**src/tbs_pkg.sv**
```systemverilog
/*
  Package for the tracking buck supervisor: APB register map, field positions,
  reset values, timing counts and the carrier structs.
  Assumes a 50 MHz system clock.
*/
package tbs_pkg;

  localparam int unsigned SYS_CLK_HZ     = 50_000_000;
  localparam int unsigned SS_UNIT_MS     = 1;
  localparam int unsigned CYC_PER_MS     = SYS_CLK_HZ / 1000 * SS_UNIT_MS;
  localparam int unsigned DEADTIME_NS    = 40;
  localparam int unsigned DEADTIME_CYC   = (DEADTIME_NS * 50 + 999) / 1000;
  localparam int unsigned PWM_PERIOD_CYC = 64;

  localparam logic [11:0] ADDR_CTRL   = 12'h000;
  localparam logic [11:0] ADDR_THRESH = 12'h004;
  localparam logic [11:0] ADDR_OCP    = 12'h008;
  localparam logic [11:0] ADDR_STATUS = 12'h00C;
  localparam logic [11:0] ADDR_MEAS   = 12'h010;

  localparam int unsigned CTRL_SS_LSB   = 0;
  localparam int unsigned CTRL_OVE_BIT  = 4;
  localparam int unsigned TH_PG_LSB     = 0;
  localparam int unsigned TH_UV_LSB     = 8;
  localparam int unsigned TH_OV_LSB     = 16;
  localparam int unsigned OCP_SET_LSB   = 0;

  localparam logic [3:0]  SS_MS_RST     = 4'h7;
  localparam logic [6:0]  PG_PCT_RST    = 7'h55;
  localparam logic [6:0]  PG_PCT_MIN    = 7'h3B;
  localparam logic [6:0]  PG_PCT_MAX    = 7'h64;
  localparam logic [6:0]  UV_PCT_RST    = 7'h4B;
  localparam logic [7:0]  OV_PCT_RST    = 8'h7D;
  localparam logic [7:0]  OCP_DA_RST    = 8'h5A;
  localparam logic [7:0]  OCP_LIM_PCT   = 8'h8C;
  localparam logic [7:0]  OCP_TRIP_PCT  = 8'hA5;
  localparam logic [7:0]  OTP_DEG_C     = 8'h7D;
  localparam logic        OV_EN_RST     = 1'b1;

  typedef struct packed {
    logic [9:0] vout;
    logic [9:0] vtrack;
    logic [9:0] iout;
    logic [7:0] temp;
  } tbs_sense_s;

  typedef struct packed {
    logic pg;
    logic uv;
    logic ov;
    logic oc;
  } tbs_flags_s;

endpackage : tbs_pkg

```
**src/tbs_gate_drv.sv**
```systemverilog
/*
  Gate driver: turns a high-side request into complementary gate drives
  with dead time at every transition. Assumes request from same clock.
*/
`timescale 1ns/1ps
module tbs_gate_drv
  import tbs_pkg::*;
(
  input  wire logic sys_clk,
  input  wire logic rst,
  input  wire logic run,
  input  wire logic hs_req,
  output logic      hs_gate,
  output logic      ls_gate
);

  logic [2:0] dead_r;
  logic       hs_r;
  logic       ls_r;

  // Break-before-make between the two switches
  always_ff @(posedge sys_clk or posedge rst)
  begin
    if (rst)
    begin
      dead_r <= 3'h0;
      hs_r   <= 1'b0;
      ls_r   <= 1'b0;
    end
    else if (!run)
    begin
      dead_r <= 3'h0;
      hs_r   <= 1'b0;
      ls_r   <= 1'b0;
    end
    else if (hs_req != hs_r && (hs_r || ls_r))
    begin
      hs_r   <= 1'b0;
      ls_r   <= 1'b0;
      dead_r <= 3'(DEADTIME_CYC);
    end
    else if (dead_r != 3'h0)
      dead_r <= dead_r - 3'h1;
    else
    begin
      hs_r <= hs_req;
      ls_r <= !hs_req;
    end
  end

  assign hs_gate = hs_r;
  assign ls_gate = ls_r;

  no_overlap_a: assert property (@(posedge sys_clk) disable iff (rst)
    !(hs_gate && ls_gate)) else $error("gates overlap");

  dead_gap_a: assert property (@(posedge sys_clk) disable iff (rst)
    $fell(hs_gate) && run |-> !ls_gate [*2]) else $error("no dead time");

endmodule : tbs_gate_drv

```
**src/tbs_supervisor.sv**
```systemverilog
/*
  Tracking buck supervisor: soft start that follows the tracked rail, hard
  stop on enable low, power good, fault flags, pulse skip and limit, latched shutdown.
  Assumes digitised sense values from other clock domains and an APB master.
*/
// Summary of operation
// - Output reference follows half the tracked rail
// - Soft-start time 1 to 16 ms, default 8
// - Undervoltage check held off until ramp ends
// - Power good above fraction, default 85%
// - Power good setting limited to 59..100%
// - Undervoltage flag below threshold, default 75%
// - Undervoltage stops switching, drops power good
// - Enable rising after clear restarts soft-start
// - Overvoltage flag above threshold, default 125%
// - Overvoltage skips high-side pulses while set
// - Above 140% current limit pulse, flag overcurrent
// - Above 165% current shut down, restart on enable
// - Overcurrent setting programmable, default 9 A
// - At or above 125 C shuts down, power good low
// - Temperature clear then enable rising restarts
// - Continuous conduction with dead time each cycle
`timescale 1ns/1ps
module tbs_supervisor
  import tbs_pkg::*;
(
  input  wire logic        sys_clk,
  input  wire logic        rst,
  input  wire logic        enable_pin,
  input  wire tbs_sense_s  sense_in,
  input  wire logic        psel,
  input  wire logic        penable,
  input  wire logic        pwrite,
  input  wire logic [11:0] paddr,
  input  wire logic [31:0] pwdata,
  output logic [31:0]      prdata,
  output logic             pready,
  output logic             pslverr,
  output logic             hs_gate,
  output logic             ls_gate,
  output logic [9:0]       vref_target,
  output tbs_flags_s       flags
);

  typedef enum logic [3:0] {
    ST_OFF   = 4'b0001,
    ST_RAMP  = 4'b0010,
    ST_RUN   = 4'b0100,
    ST_FAULT = 4'b1000
  } tbs_state_e;

  ////////////////////////////////////////////////////////////////////////////
  // Input synchronisers
  logic       en_m_r, en_s_r, en_d_r;
  tbs_sense_s sns_m_r, sns_r;

  always_ff @(posedge sys_clk or posedge rst)
  begin
    if (rst)
    begin
      en_m_r  <= 1'b0;
      en_s_r  <= 1'b0;
      en_d_r  <= 1'b0;
      sns_m_r <= '0;
      sns_r   <= '0;
    end
    else
    begin
      en_m_r  <= enable_pin;
      en_s_r  <= en_m_r;
      en_d_r  <= en_s_r;
      sns_m_r <= sense_in;
      sns_r   <= sns_m_r;
    end
  end

  logic en_rise;
  assign en_rise = en_s_r && !en_d_r;

  ////////////////////////////////////////////////////////////////////////////
  // Registers
  logic [3:0] ss_ms_r;
  logic       ov_en_r;
  logic [6:0] pg_pct_r;
  logic [6:0] uv_pct_r;
  logic [7:0] ov_pct_r;
  logic [7:0] ocp_da_r;
  logic       wr_acc;

  function automatic logic [6:0] clamp_pg(input logic [6:0] v);
    if (v < PG_PCT_MIN)
      return PG_PCT_MIN;
    else if (v > PG_PCT_MAX)
      return PG_PCT_MAX;
    else
      return v;
  endfunction : clamp_pg

  assign wr_acc = psel && penable && pwrite;

  always_ff @(posedge sys_clk or posedge rst)
  begin
    if (rst)
    begin
      ss_ms_r  <= SS_MS_RST;
      ov_en_r  <= OV_EN_RST;
      pg_pct_r <= PG_PCT_RST;
      uv_pct_r <= UV_PCT_RST;
      ov_pct_r <= OV_PCT_RST;
      ocp_da_r <= OCP_DA_RST;
    end
    else if (wr_acc)
    begin
      if (paddr == ADDR_CTRL)
      begin
        ss_ms_r <= pwdata[CTRL_SS_LSB +: 4];
        ov_en_r <= pwdata[CTRL_OVE_BIT];
      end
      if (paddr == ADDR_THRESH)
      begin
        pg_pct_r <= clamp_pg(pwdata[TH_PG_LSB +: 7]);
        uv_pct_r <= pwdata[TH_UV_LSB +: 7];
        ov_pct_r <= pwdata[TH_OV_LSB +: 8];
      end
      if (paddr == ADDR_OCP)
        ocp_da_r <= pwdata[OCP_SET_LSB +: 8];
    end
  end

  ////////////////////////////////////////////////////////////////////////////
  // Thresholds: voltages relative to the tracked target, current to the OCP setting, temperature fixed
  logic [9:0]  target;
  logic [16:0] vout_x100;
  logic [16:0] trk_x_pg, trk_x_uv;
  logic [17:0] trk_x_ov;
  logic [16:0] i_x1000;
  logic [17:0] set_x_lim, set_x_trip;

  assign target     = {1'b0, sns_r.vtrack[9:1]};
  assign vout_x100  = 17'(sns_r.vout) * 17'h64;
  assign trk_x_pg   = 17'(target) * 17'(pg_pct_r);
  assign trk_x_uv   = 17'(target) * 17'(uv_pct_r);
  assign trk_x_ov   = 18'(target) * 18'(ov_pct_r);
  assign i_x1000    = 17'(sns_r.iout) * 17'h64;
  assign set_x_lim  = 18'(ocp_da_r) * 18'(OCP_LIM_PCT);
  assign set_x_trip = 18'(ocp_da_r) * 18'(OCP_TRIP_PCT);

  logic uv_lvl, ov_lvl, oc_lim, oc_trip, ot_lvl, pg_lvl;
  assign pg_lvl  = vout_x100 > trk_x_pg;
  assign uv_lvl  = vout_x100 < trk_x_uv;
  assign ov_lvl  = ov_en_r && (18'(vout_x100) > trk_x_ov);
  assign oc_lim  = 18'(i_x1000) > set_x_lim;
  assign oc_trip = 18'(i_x1000) > set_x_trip;
  assign ot_lvl  = sns_r.temp >= OTP_DEG_C;

  ////////////////////////////////////////////////////////////////////////////
  // Supervisor state machine
  tbs_state_e state_r;
  logic [19:0] ss_cnt_r;
  logic [19:0] ss_cyc;
  logic        uv_armed;
  logic        shut_fault;
  logic        fault_clear;

  assign ss_cyc      = 20'(CYC_PER_MS) * (20'(ss_ms_r) + 20'h1);
  assign uv_armed    = (state_r == ST_RUN);
  assign shut_fault  = (uv_armed && uv_lvl) || oc_trip || ot_lvl;
  assign fault_clear = !uv_lvl && !ot_lvl && !oc_trip;

  always_ff @(posedge sys_clk or posedge rst)
  begin
    if (rst)
      state_r <= ST_OFF;
    else
    begin
      unique case (state_r)
        ST_OFF:
          if (en_rise && fault_clear)
            state_r <= ST_RAMP;
        ST_RAMP:
          if (oc_trip || ot_lvl)
            state_r <= ST_FAULT;
          else if (!en_s_r)
            state_r <= ST_OFF;
          else if (ss_cnt_r >= ss_cyc)
            state_r <= ST_RUN;
        ST_RUN:
          if (shut_fault)
            state_r <= ST_FAULT;
          else if (!en_s_r)
            state_r <= ST_OFF;
        ST_FAULT:
          if (en_rise && fault_clear)
            state_r <= ST_RAMP;
        default:
          state_r <= ST_OFF;
      endcase
    end
  end

  always_ff @(posedge sys_clk or posedge rst)
  begin
    if (rst)
      ss_cnt_r <= 20'h0;
    else if (state_r != ST_RAMP)
      ss_cnt_r <= 20'h0;
    else if (ss_cnt_r < ss_cyc)
      ss_cnt_r <= ss_cnt_r + 20'h1;
  end

  ////////////////////////////////////////////////////////////////////////////
  // PWM with pulse skip and cycle limit
  logic [5:0] pwm_cnt_r;
  logic [5:0] duty;
  logic       hs_req;
  logic       running;

  assign running = (state_r == ST_RAMP) || (state_r == ST_RUN);
  assign duty    = sns_r.vtrack[9:4] >> 1;

  always_ff @(posedge sys_clk or posedge rst)
  begin
    if (rst)
      pwm_cnt_r <= 6'h0;
    else
      pwm_cnt_r <= pwm_cnt_r + 6'h1;
  end

  // Current limit ends the pulse for the rest of the cycle
  logic lim_r;
  always_ff @(posedge sys_clk or posedge rst)
  begin
    if (rst)
      lim_r <= 1'b0;
    else if (pwm_cnt_r == 6'h0)
      lim_r <= oc_lim;
    else if (oc_lim)
      lim_r <= 1'b1;
  end

  assign hs_req = running && (pwm_cnt_r < duty) && !ov_lvl && !lim_r;

  tbs_gate_drv u_drv (
    .sys_clk (sys_clk),
    .rst     (rst),
    .run     (running),
    .hs_req  (hs_req),
    .hs_gate (hs_gate),
    .ls_gate (ls_gate)
  );

  ////////////////////////////////////////////////////////////////////////////
  // Outputs
  tbs_flags_s flags_r;
  logic [9:0] vref_r;

  always_ff @(posedge sys_clk or posedge rst)
  begin
    if (rst)
    begin
      flags_r <= '0;
      vref_r  <= 10'h0;
    end
    else
    begin
      flags_r.pg <= running && pg_lvl;
      flags_r.uv <= uv_lvl;
      flags_r.ov <= ov_lvl;
      flags_r.oc <= oc_lim;
      vref_r     <= running ? target : 10'h0;
    end
  end

  assign flags       = flags_r;
  assign vref_target = vref_r;

  ////////////////////////////////////////////////////////////////////////////
  // APB read path, zero wait states
  always_ff @(posedge sys_clk or posedge rst)
  begin
    if (rst)
      prdata <= 32'h0;
    else if (psel && !penable && !pwrite)
    begin
      unique case (paddr)
        ADDR_CTRL:   prdata <= {27'h0, ov_en_r, ss_ms_r};
        ADDR_THRESH: prdata <= {8'h0, ov_pct_r, 1'b0, uv_pct_r, 1'b0, pg_pct_r};
        ADDR_OCP:    prdata <= {24'h0, ocp_da_r};
        ADDR_STATUS: prdata <= {24'h0, state_r, flags_r};
        ADDR_MEAS:   prdata <= {2'h0, sns_r.iout, sns_r.vtrack, sns_r.vout};
        default:     prdata <= 32'h0;
      endcase
    end
  end

  logic addr_ok;
  assign addr_ok = (paddr == ADDR_CTRL) || (paddr == ADDR_THRESH) ||
                   (paddr == ADDR_OCP) || (paddr == ADDR_STATUS) ||
                   (paddr == ADDR_MEAS);
  assign pready  = 1'b1;
  assign pslverr = psel && penable && !addr_ok;

  ////////////////////////////////////////////////////////////////////////////
  // Checks
  uv_holdoff_a: assert property (@(posedge sys_clk) disable iff (rst)
    state_r == ST_RAMP |=> state_r != ST_FAULT || oc_trip || ot_lvl
      || $past(oc_trip) || $past(ot_lvl))
    else $error("undervoltage acted during ramp");

  uv_shutdown_a: assert property (@(posedge sys_clk) disable iff (rst)
    state_r == ST_RUN && uv_lvl |=> state_r == ST_FAULT ##1 !flags.pg)
    else $error("undervoltage did not shut down");

  fault_latch_a: assert property (@(posedge sys_clk) disable iff (rst)
    state_r == ST_FAULT && !en_rise |=> state_r == ST_FAULT)
    else $error("fault released without enable");

  restart_a: assert property (@(posedge sys_clk) disable iff (rst)
    state_r == ST_FAULT && en_rise && fault_clear |=> state_r == ST_RAMP)
    else $error("no restart on enable");

  ov_skip_a: assert property (@(posedge sys_clk) disable iff (rst)
    ov_lvl |=> !hs_gate) else $error("pulse during overvoltage");

  oc_trip_a: assert property (@(posedge sys_clk) disable iff (rst)
    oc_trip && running |=> state_r == ST_FAULT ##1 !flags.pg)
    else $error("overcurrent trip ignored");

  ot_trip_a: assert property (@(posedge sys_clk) disable iff (rst)
    ot_lvl && running |=> state_r == ST_FAULT)
    else $error("overtemperature ignored");

  pg_range_a: assert property (@(posedge sys_clk) disable iff (rst)
    pg_pct_r >= PG_PCT_MIN && pg_pct_r <= PG_PCT_MAX)
    else $error("power good setting out of range");

  uv_flag_a: assert property (@(posedge sys_clk) disable iff (rst)
    uv_lvl |=> flags.uv) else $error("undervoltage flag missing");

  oc_flag_a: assert property (@(posedge sys_clk) disable iff (rst)
    oc_lim |=> flags.oc) else $error("overcurrent flag missing");

endmodule : tbs_supervisor
```
**config.mk**
```make
export PLATFORM = sky130hd
export DESIGN_NAME = tbs_supervisor
export DESIGN_NICKNAME = d
export VERILOG_FILES = /design/src/tbs_pkg.sv /design/src/tbs_gate_drv.sv /design/src/tbs_supervisor.sv
export SDC_FILE = /design/constraint.sdc
export NUM_CORES = 1
export LEC_CHECK = 0
export ABC_AREA = 0
export BUFFER_PORTS_ARGS = -buffer_cell sky130_fd_sc_hd__buf_2
export CAP_MARGIN = 20
export CORE_UTILIZATION = 45
export CTS_BUF_LIST = sky130_fd_sc_hd__clkbuf_2 sky130_fd_sc_hd__clkbuf_4 sky130_fd_sc_hd__clkbuf_8
export DETAILED_ROUTE_END_ITERATION = 10
export GPL_TIMING_DRIVEN = 0
export MAX_ROUTING_LAYER = met4
export PLACE_DENSITY = 0.73
export SKIP_CTS_REPAIR_TIMING = 1
export SYNTH_ARGS = -nofsm -noshare
export SYNTH_HDL_FRONTEND = slang
export SYNTH_SLANG_ARGS = --single-unit
```
**constraint.sdc**
```tcl
create_clock -name sys_clk -period 13.9 [get_ports sys_clk]
set_clock_uncertainty 0.1 [all_clocks]
set_input_delay 2.78 -clock sys_clk [delete_from_list [all_inputs] [get_ports sys_clk]]
set_output_delay 2.78 -clock sys_clk [all_outputs]
set_load 0.02 [all_outputs]
```
==> impl_metrics.toml <==
[floorplan]
rows = 76
core_um2 = 43000
die_w_um = 211
start_util_pct = 45.6
fp.dieH_um = 211
io_pins = 138
dieArea_um2 = 44400

[drt]
vias = 15100
firstDrtPassIters = 8
drtIter0Drc = 918
vias_per_cell = 5.37
wl_um = 49600
routedWlPerCell_um = 17.6
drc_errors = 0
antenna_left = 0

[sta]
period_minus_slack_ps = 7930
slew_headroom_pct = 18.5
rsz0062_at_grt = "no"
hold_ws_ps = 237
worst_slew_pin_slew_ps = 1210
fin_setup_tns_ps = 0
final-hold-violation-count = 0
max_freq_ghz = 0.126
setup_viol = 0
postLayoutSetupSlackWorst_ps = 5970
period_share_pct = 57.0
final_max_slew_viol_count = 0

[critical_path]
crit_start = "paddr[7]"
r2r_end = "u_drv.dead_r[1]$_DFFE_PP0P_"
arrival_ps = 5050
startpoint_type = "input port"
end_kind = "output port"
path_class = "in -> out"
r2r_setup_slack_ps = 5980
reg2reg_depth = 25
r2r_start = "duty[0]$_DFF_PP0_"
endpoint = "pslverr"
worst_ep_required_time_ps = 11020
critical_path.max_fanout = 10

[clocking]
clk_path_buf_depth = 2
cts.sinks = 193
worstSkewPairLatency_ps = 510
clkTransAtPathRegs_ps = 140
cts_tree = "done"
htree_num_levels = 4
root_buffer = "clkbuf_8"
cts-buffers-inserted = 17

[power_and_ir_drop]
p_leak_uw = 0.0113
power_uw = 1460
p_per_area_nw_per_um2 = 68.3
ir_worst_vdd_mv = 0.0916

[layout]
multi_input_comb_area_um2 = 13300
final_common_cell = "ha_1"
final_nets = 2803
stdcell_count = 2818
fillers = 3991
seq_area_um2 = 4860
drive_gt1_share_pct = 10.7
areaGrowthSynthToFinish_pct = 9.41
layout_common_cells = "ha_1 (367), inv_1 (323), nand2_1 (177)"

[logic_synthesis]
ys_ff_latch = 193
synth_edf_count = 0
ys_types = 71
synthCells = 2070
syn_avg_cell_area_um2 = 9.47
syn_area_um2 = 19600
synthFlopType = "dfrtp_1"
ys_async_sr_fraction_pct = 100
yosysWarnings = 0
seq_area_frac_synth_pct = 24.8

[global_route]
grt_pass1_wl_um = 79400
antenna_found_initial = 2
grt_max_degree = 108
grt-ovfl-total = 0
first_global_vias = 15300
grt_usage_pct = 23.6

[place]
portBuffers = 124
dp_hpwl_um = 40200
dp.cells = 2782
place.gp.congestion = 0.946
place_ws_ps = 6040

[run_status]
status = "finished clean"

[min_path]
hold_path.class = "reg -> reg"

[run]
cap_violations = 0
[per-layer routing]
metal / GRT usage [%] / vias up / part of all wire (%)
met1: 30.8 / 7339 / 45
met2: 37.0 / 518 / 45
li1: - / 7191 / -
met5: - / - / 0
met3: 5.06 / 91 / 7.7
met4: 6.72 / 0 / 2.6
[per-stage QoR]
step	instance area [um2]	util, %
after CTS	21400	49.9
final	21400	49.9
after global routing	21400	49.9
after floorplan	19600	-
after detailed placement	21000	48.8
after global placement	21000	48.8
[report_power, final]
part           internal (uW)  total [uW]  switching (uW)
Clock                    146         395             249
Sequential               582         605            23.0
Combinational            185         464             279
Total                    914        1460             551
[worst max-delay path, stage by stage]
cell and delay (ps):
buf_2 90, nor4_1 250, nand3_1 260, nor4b_2 650, clkbuf_1 590, nor3_1 190, buf_2 210
[synthesized netlist by cell type (17+ instances only)]
library cell / instances / area, um2
ha_1: 367 / 4590
inv_1: 324 / 1220
nand2_1: 177 / 664
dfrtp_1: 170 / 4250
fa_1: 132 / 2640
and2_1: 114 / 713
a21oi_1: 83 / 415
nor2_1: 73 / 274
o21ai_0: 71 / 355
xnor2_1: 65 / 569
clkbuf_1: 52 / 195
a21o_1: 35 / 263
nand3_1: 35 / 175
xor2_1: 34 / 298
nor3_1: 27 / 135
mux2_2: 25 / 282
dfstp_2: 23 / 604
nand4_1: 21 / 131
a22oi_1: 20 / 150
nor2b_1: 19 / 119
a31oi_1: 18 / 113
nand2b_1: 17 / 106
or3_1: 17 / 106
[registers in the layout, indices dropped and copies added (netlist names), 3 cells and up]
signal        count
sns_m_r          38
sns_r            33
prdata           30
ss_cnt_r         20
vref_target       9
ocp_da_r          8
ov_pct_r          8
pg_pct_r          7
uv_pct_r          7
pwm_cnt_r         6
duty              5
flags             4
ss_ms_r           4
state_r           4
u_drv.dead_r      3
[cells by family (layout without fill, tap and decap cells)]
logic type / Yosys count / after routing / share of synthesized area, %
XOR/XNOR: 99 / 99 / 4.42
buffers and inverters: 387 / 544 / 7.53
multiplexers: 30 / 30 / 1.70
AND/OR/NAND/NOR: 544 / 544 / 14.1
flip-flops: 193 / 193 / 24.8
AO/OA/AOI/OAI: 316 / 316 / 10.5
adder cells (fa/ha/maj): 499 / 499 / 36.9
other: 2 / 8 / 0.0383
[worst min path at each step]
stage	from	end	slack (ps)	cells past startpoint
after floorplan	sns_m_r[23]$_DFF_PP0_	duty[0]$_DFF_PP0_	230	0
after global routing	sns_m_r[27]$_DFF_PP0_	duty[4]$_DFF_PP0_	240	0
after CTS	sns_m_r[27]$_DFF_PP0_	duty[4]$_DFF_PP0_	240	0
final	sns_m_r[27]$_DFF_PP0_	duty[4]$_DFF_PP0_	240	0
after global placement	sns_m_r[23]$_DFF_PP0_	duty[0]$_DFF_PP0_	230	0
after detailed placement	sns_m_r[27]$_DFF_PP0_	duty[4]$_DFF_PP0_	230	0
[area by class of cell]
cell class / count / share of cell area [%]
multi-input cells: 1492 / 61.9
diodes: 4 / 0.0467
plain buffers: 62 / 1.20
repair buffers: 125 / 3.02
inverters: 325 / 5.72
clock inverters: 14 / 0.922
flip-flops and latches: 193 / 22.7
well taps: 585 / 3.41
clock buffers: 18 / 1.13
Power figures use the tool's default switching activity.
